`src/fcd_consts.svh`:
```
// Purpose: Constants for the flash command decoder
// Assumes: 40 MHz system clock
// Notes:   Offsets are low address bits A11-A0 only
`ifndef FCD_CONSTS_SVH
`define FCD_CONSTS_SVH
`define FCD_ADDR_555       12'h555
`define FCD_ADDR_AAA       12'hAAA
`define FCD_D_UNLK1        8'hAA
`define FCD_D_UNLK2        8'h55
`define FCD_D_PROT         8'h90
`define FCD_D_PROG         8'hA0
`define FCD_D_ERASE        8'h80
`define FCD_D_SECT         8'h30
`define FCD_D_BULK         8'h10
`define FCD_D_SUSP         8'hB0
`define FCD_D_RESET        8'hF0
`define FCD_D_BYPASS       8'h20
`define FCD_D_BYP_EXIT     8'h00
`define FCD_PROT_A10       2'h2
`define FCD_STAT_UNPROT    8'h00
`define FCD_STAT_PROT      8'h01
`define FCD_CLK_MHZ        40
`define FCD_ADD_WIN_US     80
`define FCD_ADD_WIN_CYC    (`FCD_ADD_WIN_US * `FCD_CLK_MHZ)
`endif

```
`src/fcd_pkg.sv`:
```
// Purpose: Types for the flash command decoder
// Assumes: Nothing
// Notes:   Constants live in fcd_consts.svh
package fcd_pkg;
  typedef enum logic [3:0] {
    FCD_ST_READ, FCD_ST_UNLK1, FCD_ST_UNLK2, FCD_ST_PROG,
    FCD_ST_ERS1, FCD_ST_ERS2, FCD_ST_ERS3, FCD_ST_PROT,
    FCD_ST_BYP, FCD_ST_BYP_PROG, FCD_ST_BYP_EXIT
  } fcd_state_e;
  typedef enum logic [1:0] {
    FCD_ER_IDLE, FCD_ER_WINDOW, FCD_ER_RUN, FCD_ER_SUSP
  } fcd_erase_e;
endpackage

```
`src/fcd_flash_command_decoder.sv`:
```
// Purpose: Decodes processor write sequences into flash array commands
// Assumes: Strobes synchronous to i_sys_clk, held at least one cycle
// Notes:   Embedded algorithms sit outside; they report erase completion
`timescale 1ns/1ps
`include "fcd_consts.svh"
`default_nettype none
module fcd_flash_command_decoder (
  input  wire logic        i_sys_clk,
  input  wire logic        i_srst,
  input  wire logic        i_wr_n,
  input  wire logic        i_rd_n,
  input  wire logic [15:0] i_addr,
  input  wire logic [7:0]  i_data,
  input  wire logic [7:0]  i_primary_sector_selects,
  input  wire logic [3:0]  i_secondary_sector_selects,
  input  wire logic        i_sector_protected,
  input  wire logic        i_erase_done,
  output logic             o_read_mode,
  output logic             o_bypass_mode,
  output logic             o_prot_query,
  output logic             o_id_read_en,
  output logic             o_prog_req,
  output logic             o_bulk_erase_req,
  output logic             o_reset_req,
  output logic             o_target_secondary,
  output logic [15:0]      o_program_address,
  output logic [7:0]       o_program_data,
  output logic [11:0]      o_erase_sectors,
  output logic             o_erase_running,
  output logic             o_erase_suspended,
  output logic [7:0]       o_status_data,
  output logic             o_status_valid
);

  // ---------------------------------------------------------------
  // Helpers
  // ---------------------------------------------------------------
  // Coded cycle match on low twelve address bits
  function automatic logic code_hit(input logic [15:0] a, input logic [7:0] d,
                                    input logic [11:0] ea, input logic [7:0] ed);
    code_hit = (a[11:0] == ea) && (d == ed);
  endfunction

  // Don't care address cycle, must be even
  function automatic logic even_hit(input logic [15:0] a, input logic [7:0] d,
                                    input logic [7:0] ed);
    even_hit = (a[0] == 1'b0) && (d == ed);
  endfunction

  // ---------------------------------------------------------------
  // Strobe edges and capture
  // ---------------------------------------------------------------
  logic                wr_n_reg;
  logic [15:0]         addr_lat_reg;
  logic [11:0]         sel_lat_reg;
  logic                wr_fall;
  logic                wr_rise;
  logic                prim_any;
  logic                sec_any;
  logic                sel_ok;
  logic [11:0]         sel_now;

  assign wr_fall  = wr_n_reg & ~i_wr_n;
  assign wr_rise  = ~wr_n_reg & i_wr_n;
  assign sel_now  = {i_secondary_sector_selects, i_primary_sector_selects};
  assign prim_any = |sel_lat_reg[7:0];
  assign sec_any  = |sel_lat_reg[11:8];
  assign sel_ok   = prim_any | sec_any;

  // Strobe history
  always_ff @(posedge i_sys_clk) begin
    if (i_srst) begin
      wr_n_reg <= 1'b1;
    end else begin
      wr_n_reg <= i_wr_n;
    end
  end

  always_ff @(posedge i_sys_clk) begin
    if (i_srst) begin
      addr_lat_reg <= 16'h0000;
      sel_lat_reg  <= 12'h000;
    end else if (wr_fall) begin
      addr_lat_reg <= i_addr;
      sel_lat_reg  <= sel_now;
    end
  end

  // ---------------------------------------------------------------
  // Command sequencer
  // ---------------------------------------------------------------
  fcd_pkg::fcd_state_e state_reg;
  fcd_pkg::fcd_state_e state_next;
  fcd_pkg::fcd_erase_e erase_reg;
  fcd_pkg::fcd_erase_e erase_next;
  logic [11:0]         win_cnt_reg;
  logic [11:0]         win_cnt_next;
  logic [11:0]         erase_mask_reg;
  logic [11:0]         erase_mask_next;
  logic                prog_next;
  logic                bulk_next;
  logic                reset_next;
  logic                wr_ev;
  logic                blocked;

  // Decoded write: rising edge with a selected array
  assign wr_ev   = wr_rise & sel_ok;
  // no program into sectors under a suspended erase
  assign blocked = (erase_reg == fcd_pkg::FCD_ER_SUSP) && |(sel_lat_reg & erase_mask_reg);

  // Next state of the command sequence
  always_comb begin
    state_next      = state_reg;
    erase_next      = erase_reg;
    win_cnt_next    = win_cnt_reg;
    erase_mask_next = erase_mask_reg;
    prog_next       = 1'b0;
    bulk_next       = 1'b0;
    reset_next      = 1'b0;
    // Erase window countdown and completion
    if (erase_reg == fcd_pkg::FCD_ER_WINDOW) begin
      if (win_cnt_reg == 12'h000) begin
        erase_next = fcd_pkg::FCD_ER_RUN;
      end else begin
        win_cnt_next = win_cnt_reg - 12'h001;
      end
    end
    if (i_erase_done && (erase_reg == fcd_pkg::FCD_ER_RUN)) begin
      erase_next      = fcd_pkg::FCD_ER_IDLE;
      erase_mask_next = 12'h000;
    end
    if (wr_ev) begin
      state_next = fcd_pkg::FCD_ST_READ;
      case (state_reg)
        fcd_pkg::FCD_ST_READ: begin
          if (code_hit(addr_lat_reg, i_data, `FCD_ADDR_555, `FCD_D_UNLK1)) begin
            state_next = fcd_pkg::FCD_ST_UNLK1;
          end else if (even_hit(addr_lat_reg, i_data, `FCD_D_RESET)) begin
            reset_next = 1'b1;
          end else if (even_hit(addr_lat_reg, i_data, `FCD_D_SUSP) &&
                       (erase_reg == fcd_pkg::FCD_ER_RUN) && !i_erase_done) begin
            erase_next = fcd_pkg::FCD_ER_SUSP;
          end else if (even_hit(addr_lat_reg, i_data, `FCD_D_SECT) &&
                       (erase_reg == fcd_pkg::FCD_ER_SUSP)) begin
            erase_next = fcd_pkg::FCD_ER_RUN;
          end else if ((i_data == `FCD_D_SECT) &&
                       (erase_reg == fcd_pkg::FCD_ER_WINDOW)) begin
            erase_mask_next = erase_mask_reg | sel_lat_reg;
            win_cnt_next    = 12'(`FCD_ADD_WIN_CYC - 1);
            erase_next      = fcd_pkg::FCD_ER_WINDOW;
          end
        end
        fcd_pkg::FCD_ST_UNLK1: begin
          if (code_hit(addr_lat_reg, i_data, `FCD_ADDR_AAA, `FCD_D_UNLK2)) begin
            state_next = fcd_pkg::FCD_ST_UNLK2;
          end
        end
        fcd_pkg::FCD_ST_UNLK2: begin
          if (code_hit(addr_lat_reg, i_data, `FCD_ADDR_555, `FCD_D_PROT)) begin
            state_next = fcd_pkg::FCD_ST_PROT;
          end else if (code_hit(addr_lat_reg, i_data, `FCD_ADDR_555, `FCD_D_PROG)) begin
            state_next = fcd_pkg::FCD_ST_PROG;
          end else if (code_hit(addr_lat_reg, i_data, `FCD_ADDR_555, `FCD_D_ERASE) &&
                       (erase_reg == fcd_pkg::FCD_ER_IDLE)) begin
            state_next = fcd_pkg::FCD_ST_ERS1;
          end else if (code_hit(addr_lat_reg, i_data, `FCD_ADDR_555, `FCD_D_BYPASS)) begin
            state_next = fcd_pkg::FCD_ST_BYP;
          end
        end
        fcd_pkg::FCD_ST_PROG: begin
          prog_next = ~blocked;
        end
        fcd_pkg::FCD_ST_ERS1: begin
          if (code_hit(addr_lat_reg, i_data, `FCD_ADDR_555, `FCD_D_UNLK1)) begin
            state_next = fcd_pkg::FCD_ST_ERS2;
          end
        end
        fcd_pkg::FCD_ST_ERS2: begin
          if (code_hit(addr_lat_reg, i_data, `FCD_ADDR_AAA, `FCD_D_UNLK2)) begin
            state_next = fcd_pkg::FCD_ST_ERS3;
          end
        end
        fcd_pkg::FCD_ST_ERS3: begin
          if (i_data == `FCD_D_SECT) begin
            erase_mask_next = sel_lat_reg;
            win_cnt_next    = 12'(`FCD_ADD_WIN_CYC - 1);
            erase_next      = fcd_pkg::FCD_ER_WINDOW;
          end else if (code_hit(addr_lat_reg, i_data, `FCD_ADDR_555, `FCD_D_BULK)) begin
            bulk_next = 1'b1;
          end
        end
        fcd_pkg::FCD_ST_PROT: begin
          reset_next = even_hit(addr_lat_reg, i_data, `FCD_D_RESET);
        end
        fcd_pkg::FCD_ST_BYP: begin
          state_next = fcd_pkg::FCD_ST_BYP;
          if (even_hit(addr_lat_reg, i_data, `FCD_D_PROG)) begin
            state_next = fcd_pkg::FCD_ST_BYP_PROG;
          end else if (even_hit(addr_lat_reg, i_data, `FCD_D_PROT)) begin
            state_next = fcd_pkg::FCD_ST_BYP_EXIT;
          end
        end
        fcd_pkg::FCD_ST_BYP_PROG: begin
          prog_next  = ~blocked;
          state_next = fcd_pkg::FCD_ST_BYP;
        end
        fcd_pkg::FCD_ST_BYP_EXIT: begin
          if (!even_hit(addr_lat_reg, i_data, `FCD_D_BYP_EXIT)) begin
            state_next = fcd_pkg::FCD_ST_BYP;
          end
        end
        default: begin
          state_next = fcd_pkg::FCD_ST_READ;
        end
      endcase
    end
  end

  // Sequence and erase state
  always_ff @(posedge i_sys_clk) begin
    if (i_srst) begin
      state_reg      <= fcd_pkg::FCD_ST_READ;
      erase_reg      <= fcd_pkg::FCD_ER_IDLE;
      win_cnt_reg    <= 12'h000;
      erase_mask_reg <= 12'h000;
    end else begin
      state_reg      <= state_next;
      erase_reg      <= erase_next;
      win_cnt_reg    <= win_cnt_next;
      erase_mask_reg <= erase_mask_next;
    end
  end

  // ---------------------------------------------------------------
  // Outputs
  // ---------------------------------------------------------------
  // Command pulses, mode levels, program capture
  always_ff @(posedge i_sys_clk) begin
    if (i_srst) begin
      o_prog_req         <= 1'b0;
      o_bulk_erase_req   <= 1'b0;
      o_reset_req        <= 1'b0;
      o_read_mode        <= 1'b1;
      o_bypass_mode      <= 1'b0;
      o_prot_query       <= 1'b0;
      o_id_read_en       <= 1'b0;
      o_target_secondary <= 1'b0;
      o_program_address  <= 16'h0000;
      o_program_data     <= 8'h00;
      o_erase_sectors    <= 12'h000;
      o_erase_running    <= 1'b0;
      o_erase_suspended  <= 1'b0;
    end else begin
      o_prog_req         <= prog_next;
      o_bulk_erase_req   <= bulk_next;
      o_reset_req        <= reset_next;
      // plain reads served in read mode
      o_read_mode        <= (state_next == fcd_pkg::FCD_ST_READ);
      o_bypass_mode      <= (state_next == fcd_pkg::FCD_ST_BYP) ||
                            (state_next == fcd_pkg::FCD_ST_BYP_PROG) ||
                            (state_next == fcd_pkg::FCD_ST_BYP_EXIT);
      o_prot_query       <= (state_next == fcd_pkg::FCD_ST_PROT);
      o_id_read_en       <= (state_next == fcd_pkg::FCD_ST_PROT) && prim_any;
      o_erase_sectors    <= erase_mask_next;
      o_erase_running    <= (erase_next == fcd_pkg::FCD_ER_WINDOW) ||
                            (erase_next == fcd_pkg::FCD_ER_RUN);
      o_erase_suspended  <= (erase_next == fcd_pkg::FCD_ER_SUSP);
      if (wr_ev) begin
        o_target_secondary <= ~prim_any & sec_any;
      end
      // address latched at strobe fall, data taken at rising edge
      if (prog_next) begin
        o_program_address <= addr_lat_reg;
        o_program_data    <= i_data;
      end
    end
  end

  always_ff @(posedge i_sys_clk) begin
    if (i_srst) begin
      o_status_data  <= 8'h00;
      o_status_valid <= 1'b0;
    end else begin
      o_status_valid <= (state_reg == fcd_pkg::FCD_ST_PROT) && !i_rd_n &&
                        (|sel_now) && (i_addr[1:0] == `FCD_PROT_A10);
      o_status_data  <= i_sector_protected ? `FCD_STAT_PROT : `FCD_STAT_UNPROT;
    end
  end

  // ---------------------------------------------------------------
  // Assertions
  // ---------------------------------------------------------------
  a_prog_pulse_one: assert property (@(posedge i_sys_clk) disable iff (i_srst)
    o_prog_req |=> !o_prog_req) else $error("program pulse longer than one cycle");
  a_prog_data_cap: assert property (@(posedge i_sys_clk) disable iff (i_srst)
    prog_next |=> (o_program_data == $past(i_data))) else $error("program data not captured");
  a_prog_addr_cap: assert property (@(posedge i_sys_clk) disable iff (i_srst)
    prog_next |=> (o_program_address == $past(addr_lat_reg))) else $error("bad program address");
  a_unlock_two: assert property (@(posedge i_sys_clk) disable iff (i_srst)
    (state_reg == fcd_pkg::FCD_ST_UNLK1) && wr_ev &&
    ((addr_lat_reg[11:0] != `FCD_ADDR_AAA) || (i_data != `FCD_D_UNLK2)) |=> o_read_mode)
    else $error("bad unlock kept");
  a_no_sel_hold: assert property (@(posedge i_sys_clk) disable iff (i_srst)
    wr_rise && !sel_ok |=> $stable(state_reg)) else $error("write without select decoded");
  a_suspend_gate: assert property (@(posedge i_sys_clk) disable iff (i_srst)
    $rose(o_erase_suspended) |-> $past(erase_reg == fcd_pkg::FCD_ER_RUN))
    else $error("suspend outside erase");
  a_bypass_hold: assert property (@(posedge i_sys_clk) disable iff (i_srst)
    (state_reg == fcd_pkg::FCD_ST_BYP) && wr_ev |=> o_bypass_mode) else $error("bypass lost");
  a_prot_status: assert property (@(posedge i_sys_clk) disable iff (i_srst)
    o_status_valid |-> (o_status_data[7:1] == 7'h00)) else $error("bad protection data");
  a_win_bound: assert property (@(posedge i_sys_clk) disable iff (i_srst)
    win_cnt_reg <= 12'(`FCD_ADD_WIN_CYC - 1)) else $error("erase window overrun");
  a_prot_exit: assert property (@(posedge i_sys_clk) disable iff (i_srst)
    (state_reg == fcd_pkg::FCD_ST_PROT) && wr_ev |=> !o_prot_query) else $error("query stuck");

endmodule
`default_nettype wire

```
`config.mk`:
```
export PLATFORM = sky130hd
export DESIGN_NAME = fcd_flash_command_decoder
export DESIGN_NICKNAME = d
export VERILOG_FILES = /design/src/fcd_pkg.sv /design/src/fcd_flash_command_decoder.sv
export VERILOG_INCLUDE_DIRS = /design/src
export SDC_FILE = /design/constraint.sdc
export NUM_CORES = 1
export LEC_CHECK = 0
export ABC_CLOCK_PERIOD_IN_PS = 2520
export BUFFER_PORTS_ARGS = -buffer_cell sky130_fd_sc_hd__buf_2
export CORE_MARGIN = 2
export CORE_UTILIZATION = 50
export CTS_BUF_LIST = sky130_fd_sc_hd__clkbuf_4 sky130_fd_sc_hd__clkbuf_8
export DETAILED_ROUTE_END_ITERATION = 8
export PLACE_DENSITY = 0.75
export SLEW_MARGIN = 20
export SYNTH_ARGS = -nofsm -noshare
export SYNTH_HDL_FRONTEND = slang
export SYNTH_SLANG_ARGS = --single-unit
```
`constraint.sdc`:
```
create_clock -name i_sys_clk -period 2.52 [get_ports i_sys_clk]
set_clock_uncertainty 0.1 [all_clocks]
set_input_delay 0.126 -clock i_sys_clk [delete_from_list [all_inputs] [get_ports i_sys_clk]]
set_output_delay 0.126 -clock i_sys_clk [all_outputs]
set_load 0.03 [all_outputs]
```
Word-level counts from Yosys, hierarchy flattened --
Index checks and enable logic that the tools add are counted.
Storage, ports and cells: register bits 102, latch bits 0, memory bits (writable) 0, ROM bits 0, memories kept 0
Cells by class: add/subtract/negate cells 1, $mul 0, divide/modulo/power cells 0, magnitude comparators 0, equal/unequal tests 33, shifts and indexed selects 0, muxes and demuxes 50, bitwise gates (word level) 14, reductions and logical operators 41
Operators with widths (count):
- $mux 12 | 17
- $eq 8x8->1 const B | 6
- $pmux 12 s2 | 2
- $pmux 4 s8 | 1
- $mux 2 | 13
- $eq 4x4->1 const B | 6
- $logic_and 1x1->1 | 24
- $mux 4 | 6
- $reduce_or 12->1 | 2
- $eq 4x3->1 const B | 5
- $eq 8x6->1 const B | 2
- $and 12x12->12 | 1
- $eq 12x11->1 const B | 1
- $eq 12x12->1 const B | 1
- $logic_not 12->1 | 1
- $or 12x12->12 | 1
- $sub 12x1->12 const B | 1
- $eq 2x2->1 const B | 5
- $eq 4x2->1 const B | 2
- $eq 8x5->1 const B | 1
- $eq 8x7->1 const B | 1
- $logic_not 4->1 | 2
- $logic_not 8->1 | 1
- $reduce_or 4->1 | 2
- other kinds (14) | 35

Logic depth before layout (Yosys ltp) --
Gate-level depths: netlist (run 1).
depth after elaboration 13, mapped depth 9, mapped depth without buffers 9

Least setup slack after synthesis (run 1) --
Ideal clock, no wire load.
path type input port to flip-flop, from in i_data[1], to reg o_erase_running, library setup time 0.124 ns, arrival 2.107 ns, path slack 0.189 ns, stages 8, buffers on the path 1, cells stage by stage or4_1 > buf_2 > or4_4 > o211ai_1 > a211oi_1 > o22a_2 > ha_1 > nor2b_1
On the way: longest elaborated chain between the ends 11, elaborated cells on any way between the ends 23
RTL lines:
- start: declaration | RTL line fcd_flash_command_decoder.sv:13 | input wire logic [7:0] i_data,
- $eq 8x6->1 or $eq 8x8->1 (tied branches) | RTL line fcd_flash_command_decoder.sv:47 | even_hit = (a[0] == 1'b0) && (d == ed);
- $logic_and 1x1->1, on equally long branches | RTL line fcd_flash_command_decoder.sv:146, fcd_flash_command_decoder.sv:47
- $mux 2, or another cell as far along | RTL line fcd_flash_command_decoder.sv:146 | end else if ((i_data == `FCD_D_SECT) &&
- $mux 2 or $logic_and 1x1->1 (tied branches) | RTL line fcd_flash_command_decoder.sv:143, fcd_flash_command_decoder.sv:140
- $mux 2 | RTL line fcd_flash_command_decoder.sv:140 | end else if (even_hit(addr_lat_reg, i_data, `FCD_D_SUSP) &&
- $mux 2 | RTL line fcd_flash_command_decoder.sv:138 | end else if (even_hit(addr_lat_reg, i_data, `FCD_D_RESET)) begin
- $mux 2 | RTL line fcd_flash_command_decoder.sv:136 | if (code_hit(addr_lat_reg, i_data, `FCD_ADDR_555, `FCD_D_UNLK1)) begin
- $pmux 2 s2 (*) | RTL line fcd_flash_command_decoder.sv:134 | case (state_reg)
- $mux 2 (*) | RTL line fcd_flash_command_decoder.sv:132 | if (wr_ev) begin
- net erase_next[0] | RTL line fcd_flash_command_decoder.sv:95 | fcd_pkg::fcd_erase_e erase_next;
- $eq 2x1->1 or $eq 2x2->1 (tied branches) | RTL line fcd_flash_command_decoder.sv:265, fcd_flash_command_decoder.sv:266
- $logic_or 1x1->1 (*) | RTL line fcd_flash_command_decoder.sv:265 | o_erase_running <= (erase_next == fcd_pkg::FCD_ER_WINDOW) ||
- end signal: assignment | RTL line fcd_flash_command_decoder.sv:265
- end: declaration | RTL line fcd_flash_command_decoder.sv:29 | output logic o_erase_running,
The timed path passes the listed nets; every way through them passes the cells marked *. A chain may end at the register's enable or synchronous reset.

Final worst setup path (run 1) --
from reg sel_lat_reg[7], to reg o_erase_running
On the way: longest elaborated chain between the ends 6, elaborated cells on any way between the ends 7
RTL lines:
- start: declaration | RTL line fcd_flash_command_decoder.sv:55 | logic [11:0] sel_lat_reg;
- start signal: assignment | RTL line fcd_flash_command_decoder.sv:85 | sel_lat_reg <= sel_now;
- $reduce_or 8->1 (*) | RTL line fcd_flash_command_decoder.sv:66 | assign prim_any = |sel_lat_reg[7:0];
- $or 1x1->1 (*) | RTL line fcd_flash_command_decoder.sv:68 | assign sel_ok = prim_any | sec_any;
- $and 1x1->1 (*) | RTL line fcd_flash_command_decoder.sv:107 | assign wr_ev = wr_rise & sel_ok;
- $mux 2 (*) | RTL line fcd_flash_command_decoder.sv:132
- net erase_next[0] | RTL line fcd_flash_command_decoder.sv:95
- $eq 2x1->1 or $eq 2x2->1 (tied branches) | RTL line fcd_flash_command_decoder.sv:265, fcd_flash_command_decoder.sv:266
- $logic_or 1x1->1 (*) | RTL line fcd_flash_command_decoder.sv:265
Marks and branches as above.

==> results.md, run 1 <==
* DRT antenna net count at 0
* Dpl ws at 0.0126 ns
* Final worst slack at 0.0964 ns
* Register Area at around 1900 um^2
* Final Non-Filler Cells at around 760
* Grt peak-use layer: met2
* Clock transition at the registers of the reported paths at about 0.11 ns
* Crit-path slowest cell: dfxtp_1
* Synth warnings at 0
* First-pass GRT wire length at 20800 um
* PD cells at 525 nW/um^2
* Gr usage total at a little over a quarter
* # H-tree levels at 3
* Avg Cell Area, Syn at about 8.7 um^2
* Net Sw Frac at 27.6%
* Worst-margin pin slew at 0.568 ns
* Initial Util at between 50% and 60%
* Layout cell share with drive strength beyond 1 at 25.9%
* M1 GR Usage at between 30 and 40%
* Die Ht at 97.5 um
* Final GP Congestion at just over 0.9
* Critical-path maximum fanout at 5
* Grt met2 use at a little under half
* Setup crit end kind: register
* Chip width at about 100 um
* Die area at between 9000 and 10000 um^2
* Number of setup buffers added after CTS at 0
* Slew Limit Headroom at 61.8%
* Placed instance area at between 5000 and 6000 um^2
* DRC at 0
* Design area at between 5000 and 6000 um^2
* Crit path max-delay family: simple AND/OR/NAND/NOR gates
* Primary FF master, synth: dfxtp_1
* CP cell instances: nor4_1 -> a31oi_1 -> nand2_1 -> or4_1 -> o22a_2 -> ha_1 -> nor2b_1
* Run status: finished clean
* Port bufs at 89
* Net Sw Power at ~820 uW
* Clock power share at 37.9%
* Clk_lat worst skew at ~0.38 ns
* TritonRoute pass-1 iters at 5
* Initial antenna violation count at 0
* Flops & latches, synth at 95
* CTS buffer count at 9
* Mapped cell area at roughly 4400 um^2
* CP arrival at between 2 and 3 ns
* Total grt overflow at 0
* Post-synth EDFFs at 0
* Core ar. at between 8000 and 9000 um^2
* Post-route minimum period at around 2.4 ns
* Hold Path Class: in -> reg
* Initial DRC count at roughly 220
* Cell Rows at 34
* Register area share after synthesis at 43.5%
* GR Util met3 at approximately 5.0%
* Largest net degree at the start of global routing at 42
* Synth async-reset ratio at 0%
* Clk buf depth at 2
* Final Cycle Share at approximately 96%
* Number of fill cells at between 700 and 800
* Clock sink total at 95
* Vias at 4351
* DP Wirelength at 8810 um
* Fin. Hold Viols at 0
* Max Clk Rate at 413 MHz
* DR vias/cell at 5.72
* Cells after synthesis at 503
* CTS root buf: clkbuf_8
* Io pins at 97
* Multi-input combinational cell area at 2270 um^2
* Sequential Power Share at 52.2%
* Area delta synth->final at 29.6%
* Critical setup path kind: reg -> reg
* Critical path's largest stage delay at about 0.46 ns
* Combinational fraction of design power at under 10%
* Startpoint Class: register
* Max VDD drop at roughly 0.37 mV
* Final Max Slew Viols at 0
* Setup Viol. Count Final at 0
* Vias in the first global route at about 4300
* Pint at around 2200 uW
* Nets at between 600 and 700
* Fin util at 65.9%
* WL per Instance at between 15 and 20 um
* Worst Path Buf+Inv at 0
* Leak at between 0.002 and 0.003 uW
* CTS tree: done
* Placed Cells at between 700 and 800
* Max-Cap Viols at 0
* Ant. Diodes at 0
* Final setup TNS at 0 ns
* Post-Route WL at 12600 um
* RSZ-0062 raised after global routing: false
* Yosys cell types at 66
* Worst path required time at 2.68 ns
## power by group through the flow
stage | combinational (uW) | sequential, uW | clock, uW
floorplan | 140 | 1580 | 0
detailed placement | 248 | 1590 | 0
global route | 320 | 1560 | 1190
global placement | 243 | 1580 | 0
finish | 295 | 1550 | 1130
CTS | 287 | 1550 | 1140
## cells in the final DEF (no fill, tap or decap), types with 4 or more instances in the layout
| cell type | netlist | routed |
|---|---|---|
| dlygate4sd3_1 | 0 | 33 |
| mux2i_1 | 24 | 24 |
| a21oi_1 | 35 | 35 |
| nand3_1 | 7 | 7 |
| a22o_1 | 6 | 6 |
| nand2b_1 | 5 | 5 |
| nor2_1 | 48 | 48 |
| o21ai_0 | 18 | 18 |
| a32oi_1 | 5 | 5 |
| nand2_1 | 78 | 78 |
| a211oi_1 | 9 | 9 |
| nor4_1 | 9 | 8 |
| conb_1 | 1 | 7 |
| buf_4 | 8 | 41 |
| inv_1 | 7 | 7 |
| nand4_1 | 4 | 4 |
| or4_1 | 4 | 4 |
| clkbuf_8 | 0 | 9 |
| nor3_1 | 13 | 13 |
| dfxtp_1 | 95 | 95 |
| nor2b_1 | 8 | 7 |
| xnor2_1 | 5 | 5 |
| a2bb2oi_1 | 4 | 4 |
| nor4bb_1 | 6 | 6 |
| and3_1 | 4 | 4 |
| buf_2 | 6 | 89 |
| a31oi_1 | 6 | 6 |
| xor2_1 | 7 | 7 |
## tightest hold or removal path: stages
cell and delay (ns):
buf_2 0.08, buf_4 0.11, mux2i_1 0.06, nor2_1 0.07
## what timing repair did
item / CTS / global route
gates resized for setup: 0 / 1
endpoints found under the hold margin: 32 / 0
hold buffers: 33 / 0
setup endpoints to repair: 0 / 19
## layer usage
| metal | routed length [um] | up-vias | part of all wire (%) |
|---|---|---|---|
| li1 | - | 2080 | - |
| met1 | 5110 | 2065 | 41 |
| met2 | 6310 | 159 | 50 |
| met3 | 672 | 47 | 5.3 |
| met4 | 498 | 0 | 4.0 |
| met5 | 0 | - | 0 |
## logic make-up after synthesis
| logic type | synth area share, % |
|---|---|
| AO/OA/AOI/OAI | 16.7 |
| XOR/XNOR | 2.41 |
| adder cells (fa/ha/maj) | 0.859 |
| buffers and inverters | 5.10 |
| flip-flops | 43.5 |
| multiplexers | 5.50 |
| other | 0.0859 |
| AND/OR/NAND/NOR | 25.8 |
## Yosys cell counts, drive strengths merged, types with 2 or more instances
library cell | n | area, um^2
or4b | 3 | 30.0
nand4 | 4 | 25.0
and2 | 3 | 18.8
and3 | 4 | 25.0
a21oi | 35 | 175
buf | 19 | 131
clkbuf | 17 | 65.1
a31o | 3 | 26.3
o31ai | 2 | 15.0
xnor2 | 5 | 43.8
nor3b | 2 | 15.0
and4 | 2 | 17.5
nand4b | 2 | 17.5
nand3 | 7 | 35.0
a41o | 2 | 20.0
o31a | 2 | 18.8
nor2 | 49 | 186
or3 | 3 | 18.8
nor2b | 9 | 63.8
a31oi | 6 | 37.5
o211a | 2 | 20.0
mux2i | 24 | 240
a211oi | 9 | 67.6
nand2b | 6 | 45.0
or2 | 3 | 18.8
nor4 | 9 | 56.3
nor4b | 4 | 53.8
o21ba | 2 | 20.0
dfxtp | 95 | 1900
or4 | 5 | 41.3
nor3 | 13 | 65.1
a2bb2oi | 4 | 35.0
xor2 | 7 | 61.3
inv | 7 | 26.3
a22o | 6 | 52.6
ha | 3 | 37.5
nor4bb | 6 | 60.1
nand2 | 78 | 293
a221oi | 3 | 26.3
a32oi | 5 | 43.8
o21ai | 20 | 100
## final cells by class
type	instances	area share, %
Timing Repair Buffer	164	19.5
Clock buffer	9	2.19
Tap cell	108	2.39
Multi-Input combinational cell	371	40.2
Sequential cell	95	33.6
Clock inverter	7	1.72
Inverter	7	0.464
## per-stage QoR
stage               power [uW]  hold WS [ns]
CTS                       2970       0.00771
floorplan                 1720         0.133
global route              3070        0.0222
detailed placement        1830         0.276
global placement          1830         0.240
finish                    2980       0.00776
## final timing paths
| path | startpoint | to | slack, ns | depth (start not counted) |
|---|---|---|---|---|
| worst max-delay path | sel_lat_reg[7]$_SDFFE_PP0P_ | o_erase_running$_SDFF_PP0_ | 0.1 | 7 |
| worst min-delay path | i_data[3] | o_program_data[3]$_SDFFE_PP0P_ | 0.008 | 4 |
| worst max register to register | sel_lat_reg[7]$_SDFFE_PP0P_ | o_erase_running$_SDFF_PP0_ | 0.1 | 7 |
| worst min register to register | addr_lat_reg[15]$_SDFFE_PP0P_ | addr_lat_reg[15]$_SDFFE_PP0P_ | 0.36 | 2 |
(Power assumes the default switching activity.)
==> run 2: changes to the inputs <==
ABC_CLOCK_PERIOD_IN_PS = 2000   (was 2520)
CORE_UTILIZATION = 49   (was 50)
CTS_BUF_LIST = sky130_fd_sc_hd__clkbuf_16   (was sky130_fd_sc_hd__clkbuf_4 sky130_fd_sc_hd__clkbuf_8)
PLACE_DENSITY = 0.76   (was 0.75)
clock period = 2 ns   (was 2.52 ns; I/O delays follow)
==> run 2 against run 1 <==
The run now ends with negative setup slack left; sequential cell count unchanged; maximum frequency up 8.1%; register-to-register slack worse by 0.34 ns; combinational power up 61%; count of clock-buffer cells in the layout unchanged; first-iteration DRC count up 25%; critical path type unchanged; largest cell class unchanged.
==> results.md, run 2 (synthesis gave the netlist of run 1 again) <==
* Design area at 6600 um^2 (+17%)
* Startpoint Class: register
* Critical-path maximum fanout at 13 (+8)
* Clk buf depth at 2 (unchanged)
* Clk_lat worst skew at 0.35 ns (-0.03 ns)
* DRC at 0 (unchanged)
* Vias in the first global route at 4566 (+5.1%)
* Max-Cap Viols at 0 (unchanged)
* Final worst slack at -0.242 ns (-0.338 ns)
* Area delta synth->final at 51.1%
* Setup crit end kind: register
* Final setup TNS at -6.94 ns (-6.94 ns)
* Die Ht at 98.4 um (+0.97%)
* Run status: complete, but fails checks
* Commonest non-fill, non-tap cell in the layout: buf_4
* Port bufs at 89 (unchanged)
* Final Cycle Share at 112% (+16 points)
* Initial Util at 50.3% (-0.50 points)
* CTS buffer count at 9 (unchanged)
* Nets at 765 (+10%)
* Worst path required time at 2.13 ns (-0.55 ns)
* Clock sink total at 95 (unchanged)
* Initial antenna violation count at 0 (unchanged)
* CTS tree: done
* Most frequent cells in the layout: buf_4 (106), buf_2 (89), nand2_1 (75), dfxtp_1 (74), nor2_1 (45)
* DP Wirelength at 9610 um (+9.0%)
* DRT antenna net count at 0 (unchanged)
* CP arrival at 2.37 ns (-0.22 ns)
* Final Max Slew Viols at 0 (unchanged)
* Net Sw Power at 1050 uW (+27%)
* Sequential Power Share at 48.2% (-4.0 points)
* Io pins at 97 (unchanged)
* TritonRoute pass-1 iters at 5 (unchanged)
* Combinational fraction of design power at 11.8% (+1.9 points)
* Core ar. at 8680 um^2 (+0.99%)
* Hold Path Class: in -> reg
* Max VDD drop at 0.416 mV (+13%)
* Worst-margin pin slew at 0.559 ns (-0.00928 ns)
* Ant. Diodes at 0 (unchanged)
* DR vias/cell at 5.66 (-0.98%)
* Gr usage total at 28.2% (+1.5 points)
* CTS root buf: clkbuf_16
* Critical setup path kind: reg -> reg
* PD cells at 612 nW/um^2 (+17%)
* First-pass GRT wire length at 22000 um (+5.6%)
* Clock power share at 40.0% (+2.1 points)
* Layout cell share with drive strength beyond 1 at 41.9% (+16 points)
* Max Clk Rate at 446 MHz (+8.1%)
* Vias at 4716 (+8.4%)
* Final GP Congestion at 0.987 (+7.7%)
* Post-Route WL at 14500 um (+15%)
* Slew Limit Headroom at 62.4% (+0.65 points)
* Largest net degree at the start of global routing at 29 (-31%)
* Pint at 3000 uW (+39%)
* RSZ-0062 raised after global routing: true
* Die area at 9690 um^2 (+2.0%)
* Clock transition at the registers of the reported paths at 0.07 ns (-0.04 ns)
* Setup Viol. Count Final at 50 (+50)
* Fin. Hold Viols at 0 (unchanged)
* Total grt overflow at 0 (unchanged)
* Post-route minimum period at 2.24 ns (-0.182 ns)
* Leak at 0.00298 uW (+17%)
* Cell Rows at 34 (unchanged)
* Failing checks: negative setup slack
* Initial DRC count at 278 (+25%)
* Placed instance area at 5650 um^2 (+11%)
* Chip width at 98.4 um (+0.97%)
* # H-tree levels at 3 (unchanged)
* WL per Instance at 17.4 um (+5.0%)
* Net Sw Frac at 25.9% (-1.8 points)
run 2: worst max-delay path, cell delays in order (launching register included):
cell	delay (ns)
dfxtp_2	0.33
buf_4	0.15
a22o_1	0.22
a221oi_2	0.21
a31oi_2	0.16
or4_4	0.51
buf_12	0.19
mux2i_1	0.17
nor2_1	0.07
run 2: per-layer routing:
metal / up-vias / part of all wire [%] / global-route usage [%] / wire length (um)
met5: - / 0 / 0 / 0
li1: 2220 / - / - / -
met2: 208 / 50 / 47.2 / 7180
met1: 2244 / 41 / 34.9 / 5980
met4: 0 / 3.0 / 13.7 / 438
met3: 44 / 6.1 / 5.39 / 880
run 2: area by class of cell:
cell class / instances / area, um^2
inverter: 7 / 26.3
multi-input combinational: 371 / 2550
fill: 601 / 2080
tap: 108 / 135
clock buffer: 9 / 225
clock inverter: 7 / 50.0
sequential: 95 / 1940
timing repair buffer: 236 / 1670
run 2: metrics by stage:
stage / hold WS [ns] / power (uW) / std cells / setup slack, ns / utilization [%]
floorplan: 0.107 / 2180 / 509 / -0.207 / -
finish: 0.0401 / 4040 / 833 / -0.242 / 76.1
CTS: 0.0354 / 4010 / 826 / -0.272 / 73.5
global route: 0.0519 / 4170 / 833 / -0.341 / 76.1
detailed placement: 0.217 / 2380 / 774 / -0.386 / 65.1
global placement: 0.207 / 2370 / 774 / -0.341 / 65.1
run 2: worst paths after layout:
path	startpoint	to	slack (ns)	cells past startpoint
min reg2reg	addr_lat_reg[15]$_SDFFE_PP0P_	addr_lat_reg[15]$_SDFFE_PP0P_	0.36	2
min	i_data[0]	o_program_data[0]$_SDFFE_PP0P_	0.04	4
max	sel_lat_reg[4]$_SDFFE_PP0P_	o_program_address[2]$_SDFFE_PP0P_	-0.24	8
max reg2reg	sel_lat_reg[4]$_SDFFE_PP0P_	o_program_address[2]$_SDFFE_PP0P_	-0.24	8
run 2: power by group through the flow:
stage / clock network [uW] / registers (uW) / logic (uW)
2_1_floorplan: 0 / 2000 / 180
3_3_place_gp: 0 / 1990 / 384
3_5_place_dp: 0 / 1990 / 392
4_1_cts: 1610 / 1940 / 449
5_1_grt: 1710 / 1950 / 508
6_report: 1620 / 1950 / 476
run 2: repair_timing:
action	CTS	global route
setup endpoints to repair	55	62
gates resized for setup	26	43
hold endpoints to repair	31	0
pin swaps	5	17
setup buffers	4	10
hold buffers	32	0
